File: config.mk
export PLATFORM = sky130hd
export DESIGN_NAME = seqstk_entries
export DESIGN_NICKNAME = d
export VERILOG_FILES = /design/src/hw/seqstk_pkg.sv /design/src/hw/seqstk_entries.sv
export VERILOG_INCLUDE_DIRS = /design/src /design/src/hw
export SDC_FILE = /design/constraint.sdc
export NUM_CORES = 1
export LEC_CHECK = 0
export BUFFER_PORTS_ARGS = -buffer_cell sky130_fd_sc_hd__buf_2
export CAP_MARGIN = 15
export CELL_PAD_IN_SITES_DETAIL_PLACEMENT = 0
export CELL_PAD_IN_SITES_GLOBAL_PLACEMENT = 1
export CORE_MARGIN = 2
export CORE_UTILIZATION = 44
export CTS_CLUSTER_SIZE = 25
export DETAILED_ROUTE_END_ITERATION = 10
export PLACE_DENSITY_LB_ADDON = 0.15
export SKIP_CTS_REPAIR_TIMING = 1
export SLEW_MARGIN = 20
export SYNTH_ARGS = -nofsm -noshare
export SYNTH_HDL_FRONTEND = slang
export SYNTH_SLANG_ARGS = --single-unit
File: constraint.sdc
create_clock -name i_clk_sys -period 3.4 [get_ports i_clk_sys]
set_input_delay 0.51 -clock i_clk_sys [delete_from_list [all_inputs] [get_ports i_clk_sys]]
set_output_delay 0.51 -clock i_clk_sys [all_outputs]
set_load 0.005 [all_outputs]
File: src/hw/seqstk_regs.svh
// Offsets, reset values and sizes of the sequencer stack entries six to eight.
// Assumes a 6-bit register address space and 16-bit register words.
`ifndef SEQSTK_REGS_SVH
`define SEQSTK_REGS_SVH

`define SEQSTK_OFS_SIX 6'h26
`define SEQSTK_OFS_SEVEN 6'h27
`define SEQSTK_OFS_EIGHT 6'h28
`define SEQSTK_RST_SIX 16'h4c66
`define SEQSTK_RST_SEVEN 16'h4f77
`define SEQSTK_RST_EIGHT 16'h5000
`define SEQSTK_NUM_ENTRIES 2'h3
`define SEQSTK_DIR_WRITE 1'h1

`endif

File: src/hw/seqstk_pkg.sv
// Types shared by the sequencer stack entry bank.
// Assumes 16-bit entries laid out direction, address, return, B, A.
package seqstk_pkg;

  typedef struct packed {
    logic dir;
    logic [5:0] self_address_field;
    logic return_to_first_flag;
    logic [3:0] converter_b_channel_pick;
    logic [3:0] converter_a_channel_pick;
  } seqstk_entry_s;

  typedef struct packed {
    logic [3:0] converter_b_channel_pick;
    logic [3:0] converter_a_channel_pick;
  } seqstk_chan_s;

  typedef enum logic [1:0] {
    SEQSTK_IDLE = 2'b01,
    SEQSTK_CONV = 2'b10
  } seqstk_state_e;

endpackage

File: src/hw/seqstk_entries.sv
// Sequencer stack entries six, seven and eight with their step logic.
// Assumes a register master on the plain port and an outer sequencer that
// loads a step, then reports the end of its conversion with one pulse.
`timescale 1ns/10ps
`include "seqstk_regs.svh"

module seqstk_entries (
  // Clock and reset
  input wire logic i_clk_sys,
  input wire logic i_resetn,
  // Register port
  input wire logic [5:0] i_addr,
  input wire seqstk_pkg::seqstk_entry_s i_wdata,
  input wire logic i_wr,
  input wire logic i_rd,
  output seqstk_pkg::seqstk_entry_s o_rdata,
  // Sequencer step port
  input wire logic i_step_load,
  input wire logic [1:0] i_step_sel,
  input wire logic i_conv_done,
  output seqstk_pkg::seqstk_chan_s o_chan,
  output logic o_conv_busy,
  output logic o_step_next,
  output logic o_step_first
);

  seqstk_pkg::seqstk_entry_s stk_q [3];
  seqstk_pkg::seqstk_entry_s rdata_d;
  seqstk_pkg::seqstk_state_e state_q;
  logic ret_q;
  logic load_ok;
  logic rd_hit;

  function automatic logic [5:0] own_addr(input logic [1:0] idx);
    own_addr = `SEQSTK_OFS_SIX + {4'h0, idx};
  endfunction

  function automatic logic [15:0] rst_word(input logic [1:0] idx);
    case (idx)
      2'h0: rst_word = `SEQSTK_RST_SIX;
      2'h1: rst_word = `SEQSTK_RST_SEVEN;
      default: rst_word = `SEQSTK_RST_EIGHT;
    endcase
  endfunction

  // A word is taken only when it names this entry by its own address
  function automatic logic word_hits(input logic [5:0] addr,
                                     input logic [5:0] fld,
                                     input logic [1:0] idx);
    word_hits = (addr == own_addr(idx)) && (fld == own_addr(idx));
  endfunction

  // Entry storage
  for (genvar g = 0; g < 3; g++) begin : g_entry
    always_ff @(posedge i_clk_sys) begin
      if (!i_resetn) begin
        stk_q[g] <= rst_word(2'(g));
      end else if (i_wr && i_wdata.dir == `SEQSTK_DIR_WRITE &&
                   word_hits(i_addr, i_wdata.self_address_field,
                             2'(g))) begin
        stk_q[g] <= i_wdata;
      end
    end
  end

  // Read back: read strobe, or a write word with direction zero
  always_comb begin
    rdata_d = '0;
    rd_hit = 1'b0;
    for (int k = 0; k < 3; k++) begin
      if (i_rd && i_addr == own_addr(2'(k))) begin
        rdata_d = stk_q[k];
        rd_hit = 1'b1;
      end
      if (i_wr && !i_wdata.dir &&
          word_hits(i_addr, i_wdata.self_address_field,
                    2'(k))) begin
        rdata_d = stk_q[k];
        rd_hit = 1'b1;
      end
    end
  end

  // Unmapped reads answer zero
  always_ff @(posedge i_clk_sys) begin
    if (!i_resetn) begin
      o_rdata <= '0;
    end else if (i_rd || rd_hit) begin
      o_rdata <= rdata_d;
    end else begin
      o_rdata <= '0;
    end
  end

  // Loads during a conversion are ignored so the running step is not upset
  assign load_ok = i_step_load && (state_q == seqstk_pkg::SEQSTK_IDLE) &&
                   (i_step_sel < `SEQSTK_NUM_ENTRIES);

  // Step state
  always_ff @(posedge i_clk_sys) begin
    if (!i_resetn) begin
      state_q <= seqstk_pkg::SEQSTK_IDLE;
    end else begin
      case (state_q)
        seqstk_pkg::SEQSTK_IDLE: begin
          if (load_ok) begin
            state_q <= seqstk_pkg::SEQSTK_CONV;
          end
        end
        seqstk_pkg::SEQSTK_CONV: begin
          if (i_conv_done) begin
            state_q <= seqstk_pkg::SEQSTK_IDLE;
          end
        end
        default: state_q <= seqstk_pkg::SEQSTK_IDLE;
      endcase
    end
  end

  // Busy has its own flop so the pin carries no decode behind it
  always_ff @(posedge i_clk_sys) begin
    if (!i_resetn) begin
      o_conv_busy <= 1'b0;
    end else if (load_ok) begin
      o_conv_busy <= 1'b1;
    end else if (i_conv_done) begin
      o_conv_busy <= 1'b0;
    end
  end

  // Snapshot at load; later edits wait for the next visit
  always_ff @(posedge i_clk_sys) begin
    if (!i_resetn) begin
      o_chan <= '0;
      ret_q <= 1'b0;
    end else if (load_ok) begin
      o_chan.converter_b_channel_pick <=
        stk_q[i_step_sel].converter_b_channel_pick;
      o_chan.converter_a_channel_pick <=
        stk_q[i_step_sel].converter_a_channel_pick;
      ret_q <= stk_q[i_step_sel].return_to_first_flag;
    end
  end

  // Where to go once the conversion ends
  always_ff @(posedge i_clk_sys) begin
    if (!i_resetn) begin
      o_step_next <= 1'b0;
      o_step_first <= 1'b0;
    end else begin
      o_step_next <= o_conv_busy && i_conv_done && !ret_q;
      o_step_first <= o_conv_busy && i_conv_done && ret_q;
    end
  end
endmodule // seqstk_entries

======== Word-level counts from Yosys, hierarchy flattened ========
Memory sizes are Yosys's and may differ from the RTL's. A register that Yosys moved wholly into a read port is not among the register bits.
Index checks and enable logic that the tools add are counted.
Widths: inputs -> output; s select.
storage, ports and cells
  register bits after elaboration ......... 21
  word-level logic and storage cells ...... 80
  memories kept ........................... 1
  RAM bits ................................ 48
  input bits .............................. 30
operators by class
  reduce and logical (&&, ||, !) cells .... 26
  equal/unequal tests ..................... 10
  $lt $le $gt $ge ......................... 1
  muxes and demuxes ....................... 30
  bitwise operators ....................... 3
memories
  memory  words  bits a word  read ports  clocked after Yosys merged registers in  wr ports  line                  text
  stk_q   3      16           4           1                                        3         seqstk_entries.sv:27  seqstk_pkg::seqstk_entry_s stk_q [3];
operators with widths
  kind                count
  $mux 16             9
  $eq 6x6->1 const B  6
  $logic_and 1x1->1   19
  $mux 1              18
  $mux 2              2
  $ne 2x2->1 const B  2
  $pmux 2 s2          1
  $reduce_and 2->1    2
  $logic_not 1->1     3
  $or 1x1->1          3
  $eq 2x1->1 const B  1
  $eq 2x2->1 const B  1
  $lt 2x2->1 const B  1
  $reduce_bool 2->1   1
  $logic_or 1x1->1    1

======== Longest topological paths before layout ========
Gate-level depths: netlist of run 1.
  depth after elaboration ................. 10
  gate-level depth with buffers ........... 6
  depth with buffers taken out ............ 4

======== Least setup slack after synthesis of run 1 ========
OpenSTA, ideal clock, no wires.
  kind .................................... in2reg
  from .................................... in i_addr[2]
  to ...................................... mem stk_q[2][0] (netlist name), enable pin
  buffers on the path ..................... 0
  stages .................................. 3
  slack ................................... 0.765 ns
  setup time .............................. 0.411 ns
  data arrival time ....................... 2.224 ns
  path through ............................ nor3b_4 nand3_1 o21ai_0
RTL lines
  element          line                  text
  start, declared  seqstk_entries.sv:12  input wire logic [5:0] i_addr,
  end, declared    seqstk_entries.sv:27

==> results.yml, run 1 <==
placed_design:
  placement.setup.worst_slack_ps: 1050
  gp_routability_congestion: 0.759
  numPortBuffers: 56
  dp.final_hpwl_mm: 5.15
  dp.cells: 457
routing:
  postRouteWirelength_mm: 7.74
  final_antenna_net_count: 0
  vias_per_cell: 5.32
  dr_total_vias: 2516
  drcViolationCount: 0
  first_pass_drt_iterations: 4
  drt_iter0_drc: 149
  routedWlPerCell_um: 16.4
logic_synthesis:
  fraction_of_synthesized_cell_area_in_xor_and_xnor_cells_pct: 0
  post_synth_mux_area_share_pct: 5.27
  synthDominantCellAreaShare_pct: 42.2
  synth_seq_cells: 78
  yosysWarnings: 0
  synthesis.area_per_instance_um2: 11.8
  ys.flop_type: "edfxtp_1"
  post_synth_fa_ha_maj_area_fraction_pct: 0
  combinational_family_with_the_most_area_after_synthesis: "simple AND/OR/NAND/NOR gates"
  async_flop_share_pct: 0
  synthSimpleGateAreaFrac_pct: 21.5
  mappedNetlistArea_um2: 3420
  synth-edff-count: 48
  synth-compound-area-share_pct: 10.1
  netlist_top_cells_area: "edfxtp_1, dfxtp_1, mux2i_1"
  syn-instance-count: 289
  share_of_synthesized_area_occupied_by_flip_flops_and_latches_pct: 59.8
  synthDistinctLibCells: 32
  cell_taking_the_most_area_after_synthesis: "edfxtp_1"
timing:
  worst_margin_slew_ps: 869
  final.period_utilization_pct: 60.4
  rsz_0062_raised_after_global_routing: "false"
  report.final.hold_viol_count: 0
  period_needed_ps: 2050
  timing.final.ws_setup_ps: 1350
  final_number_of_setup_violating_endpoints: 0
  finClkSkew_ps: 11.7
  slew_headroom_pct: 42.1
  final_max_slew_viol_count: 0
  max_freq_mhz: 487
  totalNegativeSetupSlack_ps: 0
worst_hold_path:
  worst_hold_path_startpoint: "i_conv_done"
  hold_end: "o_step_first"
  hold_path_depth: 3
  min_path_type: "primary input to flip-flop"
power:
  p_int_w: 0.00150
  worst_ir_drop_vdd_mv: 0.215
  cellPowerDensity_nw_per_um2: 473
  power.switching_fraction_pct: 22.5
  power.switching_w: 0.000437
  power.share.combinational_pct: 7.6
  share_clk_of_total_power_pct: 37.3
  leakagePower_nw: 1.56
  relative_contribution_of_sequential_cells_to_total_power_pct: 55.1
clock_network:
  clock_buffer_count_from_cts: 9
  cts_tree: "built"
  cts.root.buffer_cell: "clkbuf_8"
  cts-root-to-sink-buffers: 2
  clock_latency_on_the_worst_skew_pair_ps: 350
  h-tree-depth: 3
  cts_sinks: 78
  clkTransAtPathRegs_ps: 80
outcome:
  outcome: "complete, no violations"
global_route:
  grt_total_ovfl: 0
  groute.usage.overall_pct: 19.3
  grt_antenna_before_repair: 0
  grt_met1_usage_pct: 27.2
  grt_first_pass_wirelength_mm: 12.1
  grt_use_met2_pct: 28.4
  global_route.peak_usage_layer: "met2"
  globalRouteMet3Util_pct: 4.44
  first_global_vias: 2364
  largest_net_degree_at_the_start_of_global_routing: 33
critical_path:
  path_class: "primary input to flip-flop"
  arrival_ps: 2090
  r2r_setup_slack_ps: 2010
  cp-startpoint: "i_addr[4]"
  crit_fanout: 32
  worstSetupStartpointType: "primary input"
  ff2ff_path_depth: 5
  critPathCaptureType: "flip-flop"
  critical_path_required_ps: 3440
  reg2reg_to: "o_chan[6]"
  worstReg2RegStart: "state_q[0]"
die:
  die_area_um2: 8490
  chipHeight_um: 92.1
  top_level_ports: 57
  fp-row-count: 32
  core_area_um2: 7610
  die-width_um: 92.1
  initial_core_util_pct: 44.9
final_layout:
  layout-drive-gt1-share_pct: 24.8
  postLayoutCoreUtil_pct: 53.8
  finalNonFillerCells: 473
  area_delta_synth_final_pct: 19.9
  diodes: 0
  finish.net_count: 396
flow_run:
  count_of_max_cap_constraint_violations: 0
==> power by group through the flow <==
stage | sequential [W] | combinational (W) | clock, W
floorplan | 0.00108 | 0.0000860 | 0
global placement | 0.00109 | 0.000147 | 0
detailed placement | 0.00109 | 0.000149 | 0
CTS | 0.00107 | 0.000149 | 0.000737
global route | 0.00107 | 0.000163 | 0.000768
finish | 0.00107 | 0.000148 | 0.000723
==> state kept, by name, summed over array words and instances, names as in the netlist <==
signal	count
stk_q	48
o_chan	8
o_step_first	1
ret_q	1
o_step_next	1
o_rdata	16
state_q	2
o_conv_busy	1
==> cell usage in the layout, fill, tap and decap left out <==
| master | instances |
|---|---|
| a41oi_4 | 1 |
| and2_1 | 16 |
| a21oi_2 | 1 |
| nand3_1 | 33 |
| and4bb_4 | 1 |
| and3b_1 | 2 |
| nand3_4 | 2 |
| or3_1 | 11 |
| o21ai_0 | 11 |
| nor3b_4 | 2 |
| a211oi_2 | 1 |
| conb_1 | 18 |
| nor3b_1 | 18 |
| buf_2 | 56 |
| inv_1 | 5 |
| o31a_1 | 1 |
| buf_4 | 11 |
| inv_4 | 1 |
| nor2_1 | 16 |
| nand4b_1 | 1 |
| o22ai_1 | 15 |
| o21ai_1 | 3 |
| clkbuf_8 | 11 |
| dfxtp_1 | 30 |
| edfxtp_1 | 48 |
| mux2i_1 | 18 |
| or2_2 | 1 |
| a21oi_1 | 3 |
| nor4b_2 | 1 |
| clkbuf_1 | 2 |
| and4b_1 | 1 |
| o21a_1 | 15 |
| clkbuf_16 | 2 |
| and4bb_2 | 1 |
| nand2_1 | 12 |
==> worst max-delay path by stage <==
stage,endpoint,slack [ps],cells past startpoint
finish,stk_q[0][14],1350,6
global route,stk_q[0][11],1270,6
CTS,stk_q[0][11],1380,6
detailed placement,stk_q[0][9],1050,6
global placement,stk_q[0][10],1100,6
floorplan,stk_q[2][0],760,3
==> per-layer routing <==
layer	share of wire (%)	vias to the layer above
met5	0	-
met4	1.6	0
met3	6.7	10
met2	45	100
met1	46	1201
li1	-	1205
==> synth_stat cells, types with 2 or more instances <==
master,count
clkbuf_1,9
nand2_1,12
o21ai_0,14
and3b_1,2
dfxtp_1,30
nand3_4,2
inv_1,5
a21oi_1,3
nand3_1,33
edfxtp_1,48
nor3b_4,2
and2_1,16
o21a_1,15
nor2_1,16
buf_4,2
mux2i_1,18
conb_1,2
o22ai_1,15
nor3b_1,18
buf_2,4
buf_6,2
or3_1,11
==> critical path, stage by stage <==
cell and delay, ps:
buf_2 120, nor3b_4 170, buf_4 370, nand3_4 190
o21ai_1 410, buf_4 310
==> final cells by class <==
cell class | count | area [um2]
Multi-Input combinational cell | 205 | 1330
Fill cell | 686 | 3510
Timing Repair Buffer | 67 | 363
Inverter | 5 | 18.8
Sequential cell | 78 | 2040
Tap cell | 102 | 128
Clock inverter | 1 | 6.26
Clock buffer | 15 | 209
==> metrics by stage <==
step	hold WS (ps)	total power (W)	cell area (um2)
2_1_floorplan	412	0.00117	3480
3_3_place_gp	431	0.00124	3880
3_5_place_dp	442	0.00124	3880
4_1_cts	437	0.00195	4100
5_1_grt	454	0.00200	4100
6_report	448	0.00194	4100
==> cell families (layout without fill, tap and decap cells) <==
logic type,count (synthesis),after routing
AO/OA/AOI/OAI,51,51
buffers and inverters,22,88
flip-flops,78,78
multiplexers,18,18
other,2,18
AND/OR/NAND/NOR,118,118
Power figures use the tool's default switching activity.
==> inputs of run 2 (changes only) <==
==> constraint.sdc (replaced) <==
create_clock -name i_clk_sys -period 2 [get_ports i_clk_sys]
set_input_delay 0.3 -clock i_clk_sys [delete_from_list [all_inputs] [get_ports i_clk_sys]]
set_output_delay 0.3 -clock i_clk_sys [all_outputs]
set_load 0.005 [all_outputs]
==> results.yml, run 2 (synthesized netlist as in run 1, its figures left out) <==
global_route:
  groute.usage.overall_pct: 19.1
  grt_total_ovfl: 0
  grt_antenna_before_repair: 0
  global_route.peak_usage_layer: "met2"
  globalRouteMet3Util_pct: 3.86
  largest_net_degree_at_the_start_of_global_routing: 19
  grt_met1_usage_pct: 26.3
  grt_first_pass_wirelength_mm: 12.1
  grt_use_met2_pct: 28.7
  first_global_vias: 2396
routing:
  drt_iter0_drc: 81
  dr_total_vias: 2484
  drcViolationCount: 0
  final_antenna_net_count: 0
  first_pass_drt_iterations: 4
  postRouteWirelength_mm: 7.73
  routedWlPerCell_um: 16.0
  vias_per_cell: 5.14
final_layout:
  area_delta_synth_final_pct: 22.7
  layout.cells.most_common: "buf_2"
  final_cell_mix: "buf_2, edfxtp_1, nand3_1"
  final.fill_count: 656
  largest_register_ffs: 48
  finish.net_count: 406
  layout-drive-gt1-share_pct: 26.5
  postLayoutCoreUtil_pct: 55.1
  diodes: 0
  top_regs: "stk_q: 48 flops, o_rdata: 16 flops, o_chan: 8 flops"
  top_register: "stk_q"
clock_network:
  cts_tree: "built"
  cts.root.buffer_cell: "clkbuf_8"
  clock_buffer_count_from_cts: 9
  cts_sinks: 78
  h-tree-depth: 3
  clock_latency_on_the_worst_skew_pair_ps: 340
  cts-root-to-sink-buffers: 2
  clkTransAtPathRegs_ps: 80
placed_design:
  numPortBuffers: 56
  gp_routability_congestion: 0.771
  dp.final_hpwl_mm: 5.27
die:
  chipHeight_um: 92.1
  top_level_ports: 57
  fp-row-count: 32
  initial_core_util_pct: 44.9
  die_area_um2: 8490
  die-width_um: 92.1
  core_area_um2: 7610
timing:
  totalNegativeSetupSlack_ps: 0
  max_freq_mhz: 681
  finClkSkew_ps: 7.06
  report.final.hold_viol_count: 0
  period_needed_ps: 1470
  final_number_of_setup_violating_endpoints: 0
  rsz_0062_raised_after_global_routing: "false"
  final.period_utilization_pct: 73.5
  final_max_slew_viol_count: 0
worst_hold_path:
  min_path_type: "primary input to flip-flop"
critical_path:
  max_stage_delay_on_crit_path_ps: 310
  critical_path_required_ps: 2030
  worst_path_cell_trace: "buf_2, nor4b_2, nand3_1, o21ai_1, buf_4"
  critPathCaptureType: "flip-flop"
  critical_path_buf_inv_count: 2
  critical-path-slowest-cell: "nor4b_2"
  arrival_ps: 1500
  critical-path-top-delay-family: "simple AND/OR/NAND/NOR gates"
  crit_fanout: 14
  path_class: "primary input to flip-flop"
  worstSetupStartpointType: "primary input"
flow_run:
  count_of_max_cap_constraint_violations: 0
power:
  cellPowerDensity_nw_per_um2: 791
  worst_ir_drop_vdd_mv: 0.398
  leakagePower_nw: 1.61
outcome:
  outcome: "complete, no violations"
run 2: changes by cell type in the layout (fill, tap and decap cells not counted), sizes merged:
cell / delta
buf: +10
clkbuf: -2
clkinv: +1
clkinvlp: +1
inv: -1
bufinv: +1
run 2: layer usage:
metal | up-vias | wire length, um
li1 | 1226 | -
met1 | 1167 | 3590
met2 | 76 | 3550
met3 | 15 | 405
met4 | 0 | 178
met5 | - | 0
run 2: power by group:
part	internal, W	total, W	switching (W)
Sequential	0.00178	0.00181	0.0000316
Clock	0.000684	0.00124	0.000551
Combinational	0.000111	0.000267	0.000155
run 2: layout make-up:
class / count / area, um2 / share of cell area [%]
sequential: 78 / 2040 / 48.7
multi-input combinational: 205 / 1330 / 31.7
timing repair buffer: 77 / 463 / 11.0
clock buffer: 13 / 170 / 4.06
tap: 102 / 128 / 3.04
clock inverter: 3 / 41.3 / 0.985
inverter: 5 / 18.8 / 0.448
run 2: through the flow:
stage,total power [W],setup WS (ps),hold WS [ps],cells,instance area (um2)
4_1_cts,0.00334,533,226,483,4190
2_1_floorplan,0.00199,6.86,408,305,3480
5_1_grt,0.00344,415,237,483,4190
6_report,0.00332,531,243,483,4190
3_3_place_gp,0.00211,215,429,467,3980
3_5_place_dp,0.00212,167,431,467,3980
run 2: path summary, 6_finish.rpt:
kind,start,endpoint,slack [ps],depth (start not counted)
max,i_wdata[9],stk_q[2][14],530,5
min,i_resetn,state_q[0],240,2
max reg2reg,state_q[0],o_chan[2],640,5
min reg2reg,ret_q,o_step_next,440,1
==> inputs of run 3 (changes only) <==
--- a/config.mk
+++ b/config.mk
@@ -6,12 +6,13 @@
 export SDC_FILE = /design/constraint.sdc
 export NUM_CORES = 1
 export LEC_CHECK = 0
+export ABC_AREA = 1
 export BUFFER_PORTS_ARGS = -buffer_cell sky130_fd_sc_hd__buf_2
 export CAP_MARGIN = 15
 export CELL_PAD_IN_SITES_DETAIL_PLACEMENT = 0
 export CELL_PAD_IN_SITES_GLOBAL_PLACEMENT = 1
 export CORE_MARGIN = 2
-export CORE_UTILIZATION = 44
+export CORE_UTILIZATION = 38
 export CTS_CLUSTER_SIZE = 25
 export DETAILED_ROUTE_END_ITERATION = 10
 export PLACE_DENSITY_LB_ADDON = 0.15
==> constraint.sdc (replaced) <==
create_clock -name i_clk_sys -period 1.3 [get_ports i_clk_sys]
set_input_delay 0.195 -clock i_clk_sys [delete_from_list [all_inputs] [get_ports i_clk_sys]]
set_output_delay 0.195 -clock i_clk_sys [all_outputs]
set_load 0.005 [all_outputs]
==> results.yml, run 3 <==
clock_network:
  clock_buffer_count_from_cts: 9
  cts.root.buffer_cell: "clkbuf_8"
  cts-root-to-sink-buffers: 2
  clock_latency_on_the_worst_skew_pair_ps: 350
  cts_sinks: 78
  cts_tree: "built"
  clkTransAtPathRegs_ps: 80
  h-tree-depth: 3
critical_path:
  max_stage_delay_on_crit_path_ps: 180
  reg2reg_to: "state_q[0]"
  worstReg2RegStart: "state_q[0]"
  worstSetupStartpointType: "primary input"
  ff2ff_path_depth: 6
  critical_path_buf_inv_count: 2
  critical-path-slowest-cell: "nand4_1"
  crit_fanout: 16
  critical-path-top-delay-family: "simple AND/OR/NAND/NOR gates"
  worst_path_cell_trace: "buf_2, nor2_2, nand3_1, nor2_4, nand4_1, nand2_2, buf_12"
  path_class: "primary input to flip-flop"
  arrival_ps: 1230
  critPathCaptureType: "flip-flop"
  critical_path_required_ps: 1360
  r2r_setup_slack_ps: 210
placed_design:
  gp_routability_congestion: 0.860
  dp.cells: 594
  dp.final_hpwl_mm: 6.26
  numPortBuffers: 56
logic_synthesis:
  synthesis.area_per_instance_um2: 9.07
  netlist_top_cells_area: "edfxtp_1, dfxtp_1, nand2_1"
  synth_seq_cells: 78
  synth_commonest_cells: "nand2_1, inv_1, edfxtp_1, nand3_1, nor2_1"
  synth.most_common_cell: "nand2_1"
  ys.flop_type: "edfxtp_1"
  yosysWarnings: 0
  async_flop_share_pct: 0
  synthDominantCellAreaShare_pct: 40.4
  synthDistinctLibCells: 35
  synth-edff-count: 48
  cell_taking_the_most_area_after_synthesis: "edfxtp_1"
  share_of_synthesized_area_occupied_by_flip_flops_and_latches_pct: 57.2
  mappedNetlistArea_um2: 3570
  syn-instance-count: 394
routing:
  drt_iter0_drc: 134
  routedWlPerCell_um: 14.5
  final_antenna_net_count: 0
  vias_per_cell: 4.72
  first_pass_drt_iterations: 4
  postRouteWirelength_mm: 8.85
  drcViolationCount: 0
  dr_total_vias: 2888
final_layout:
  top_regs: "stk_q: 48 flops, o_rdata: 16 flops, o_chan: 8 flops"
  finalNonFillerCells: 612
  layout.cells.most_common: "nand2_1"
  area_delta_synth_final_pct: 26.6
  final.fill_count: 883
  finish.net_count: 526
  layout-drive-gt1-share_pct: 28.7
  diodes: 0
  final_cell_mix: "nand2_1, buf_2, inv_1"
  largest_register_ffs: 48
  top_register: "stk_q"
power:
  worst_ir_drop_vdd_mv: 0.494
  cellPowerDensity_nw_per_um2: 1110
  leakagePower_nw: 2.10
worst_hold_path:
  min_path_type: "primary input to flip-flop"
  hold_end: "o_step_first"
  hold_path_depth: 3
  worst_hold_path_startpoint: "i_conv_done"
global_route:
  grt_met1_usage_pct: 24.7
  largest_net_degree_at_the_start_of_global_routing: 19
  grt_first_pass_wirelength_mm: 14.5
  globalRouteMet3Util_pct: 3.95
  groute.usage.overall_pct: 18.8
  first_global_vias: 2887
  global_route.peak_usage_layer: "met2"
  grt_antenna_before_repair: 0
  grt_total_ovfl: 0
  grt_use_met2_pct: 31.1
timing:
  fin_worst_hold_slack_ps: 95.7
  final_max_slew_viol_count: 0
  final.period_utilization_pct: 90.7
  max_freq_mhz: 849
  report.final.hold_viol_count: 0
  finClkSkew_ps: 11.2
  final_number_of_setup_violating_endpoints: 0
  period_needed_ps: 1180
flow_run:
  count_of_max_cap_constraint_violations: 0
die:
  core_area_um2: 9200
  fp-row-count: 35
  top_level_ports: 57
  die_area_um2: 10200
  die-width_um: 101
  initial_core_util_pct: 38.8
  chipHeight_um: 101
outcome:
  outcome: "complete, no violations"
==> run 3: layer usage <==
| metal | share of wire (%) | vias to the layer above |
|---|---|---|
| met5 | 0 | - |
| met4 | 1.5 | 0 |
| met3 | 4.5 | 7 |
| met2 | 47 | 80 |
| met1 | 47 | 1337 |
| li1 | - | 1464 |
==> run 3: worst max-delay path by stage <==
stage / startpoint / endpoint / slack, ps / depth (start not counted)
after floorplan: i_addr[2] / stk_q[2][0] / 0.6 / 4
after global placement: i_addr[4] / stk_q[2][1] / -240 / 8
after detailed placement: i_addr[4] / stk_q[1][8] / -290 / 7
after CTS: state_q[0] / o_chan[7] / 70 / 6
after global routing: i_addr[5] / stk_q[2][1] / -5 / 9
final: i_addr[4] / stk_q[2][0] / 120 / 7
==> run 3: worst min-delay path, cell delays in order <==
cell	delay, ps
buf_2	90
nand2_1	60
nor2_1	70
==> run 3: metrics by stage <==
stage | cell area, um2 | worst slack, ps | utilization, % | setup TNS [ps] | power, W
floorplan | 3650 | 0.581 | - | 0 | 0.00309
global placement | 4300 | -243 | 46.8 | -15260 | 0.00332
detailed placement | 4300 | -287 | 46.8 | -17930 | 0.00332
CTS | 4490 | 72.8 | 48.8 | 0 | 0.00504
global route | 4520 | -4.95 | 49.2 | -16.7 | 0.00522
finish | 4520 | 121 | 49.2 | 0 | 0.00500
==> run 3: final cells by class <==
type / instances / area [um2] / area share, %
sequential: 78 / 2040 / 45.2
multi-input combinational: 257 / 1310 / 29.0
timing repair buffer: 89 / 616 / 13.6
inverter: 61 / 230 / 5.09
clock buffer: 12 / 156 / 3.46
tap: 111 / 139 / 3.07
clock inverter: 4 / 28.8 / 0.637
==> run 3: report_power, final <==
part	leakage (nW)	internal (W)	switching (W)	total (W)
Clock	0.0964	0.000821	0.000919	0.00174
Sequential	0.712	0.00275	0.0000482	0.00280
Combinational	1.29	0.000183	0.000280	0.000463
Total	2.10	0.00375	0.00125	0.00500
==> run 3: logic make-up after synthesis <==
family | Yosys count | synth area share [%]
compound gates | 56 | 10.1
flops | 78 | 57.2
simple gates | 183 | 23.9
buf+inv | 75 | 8.58
other cells | 2 | 0.210
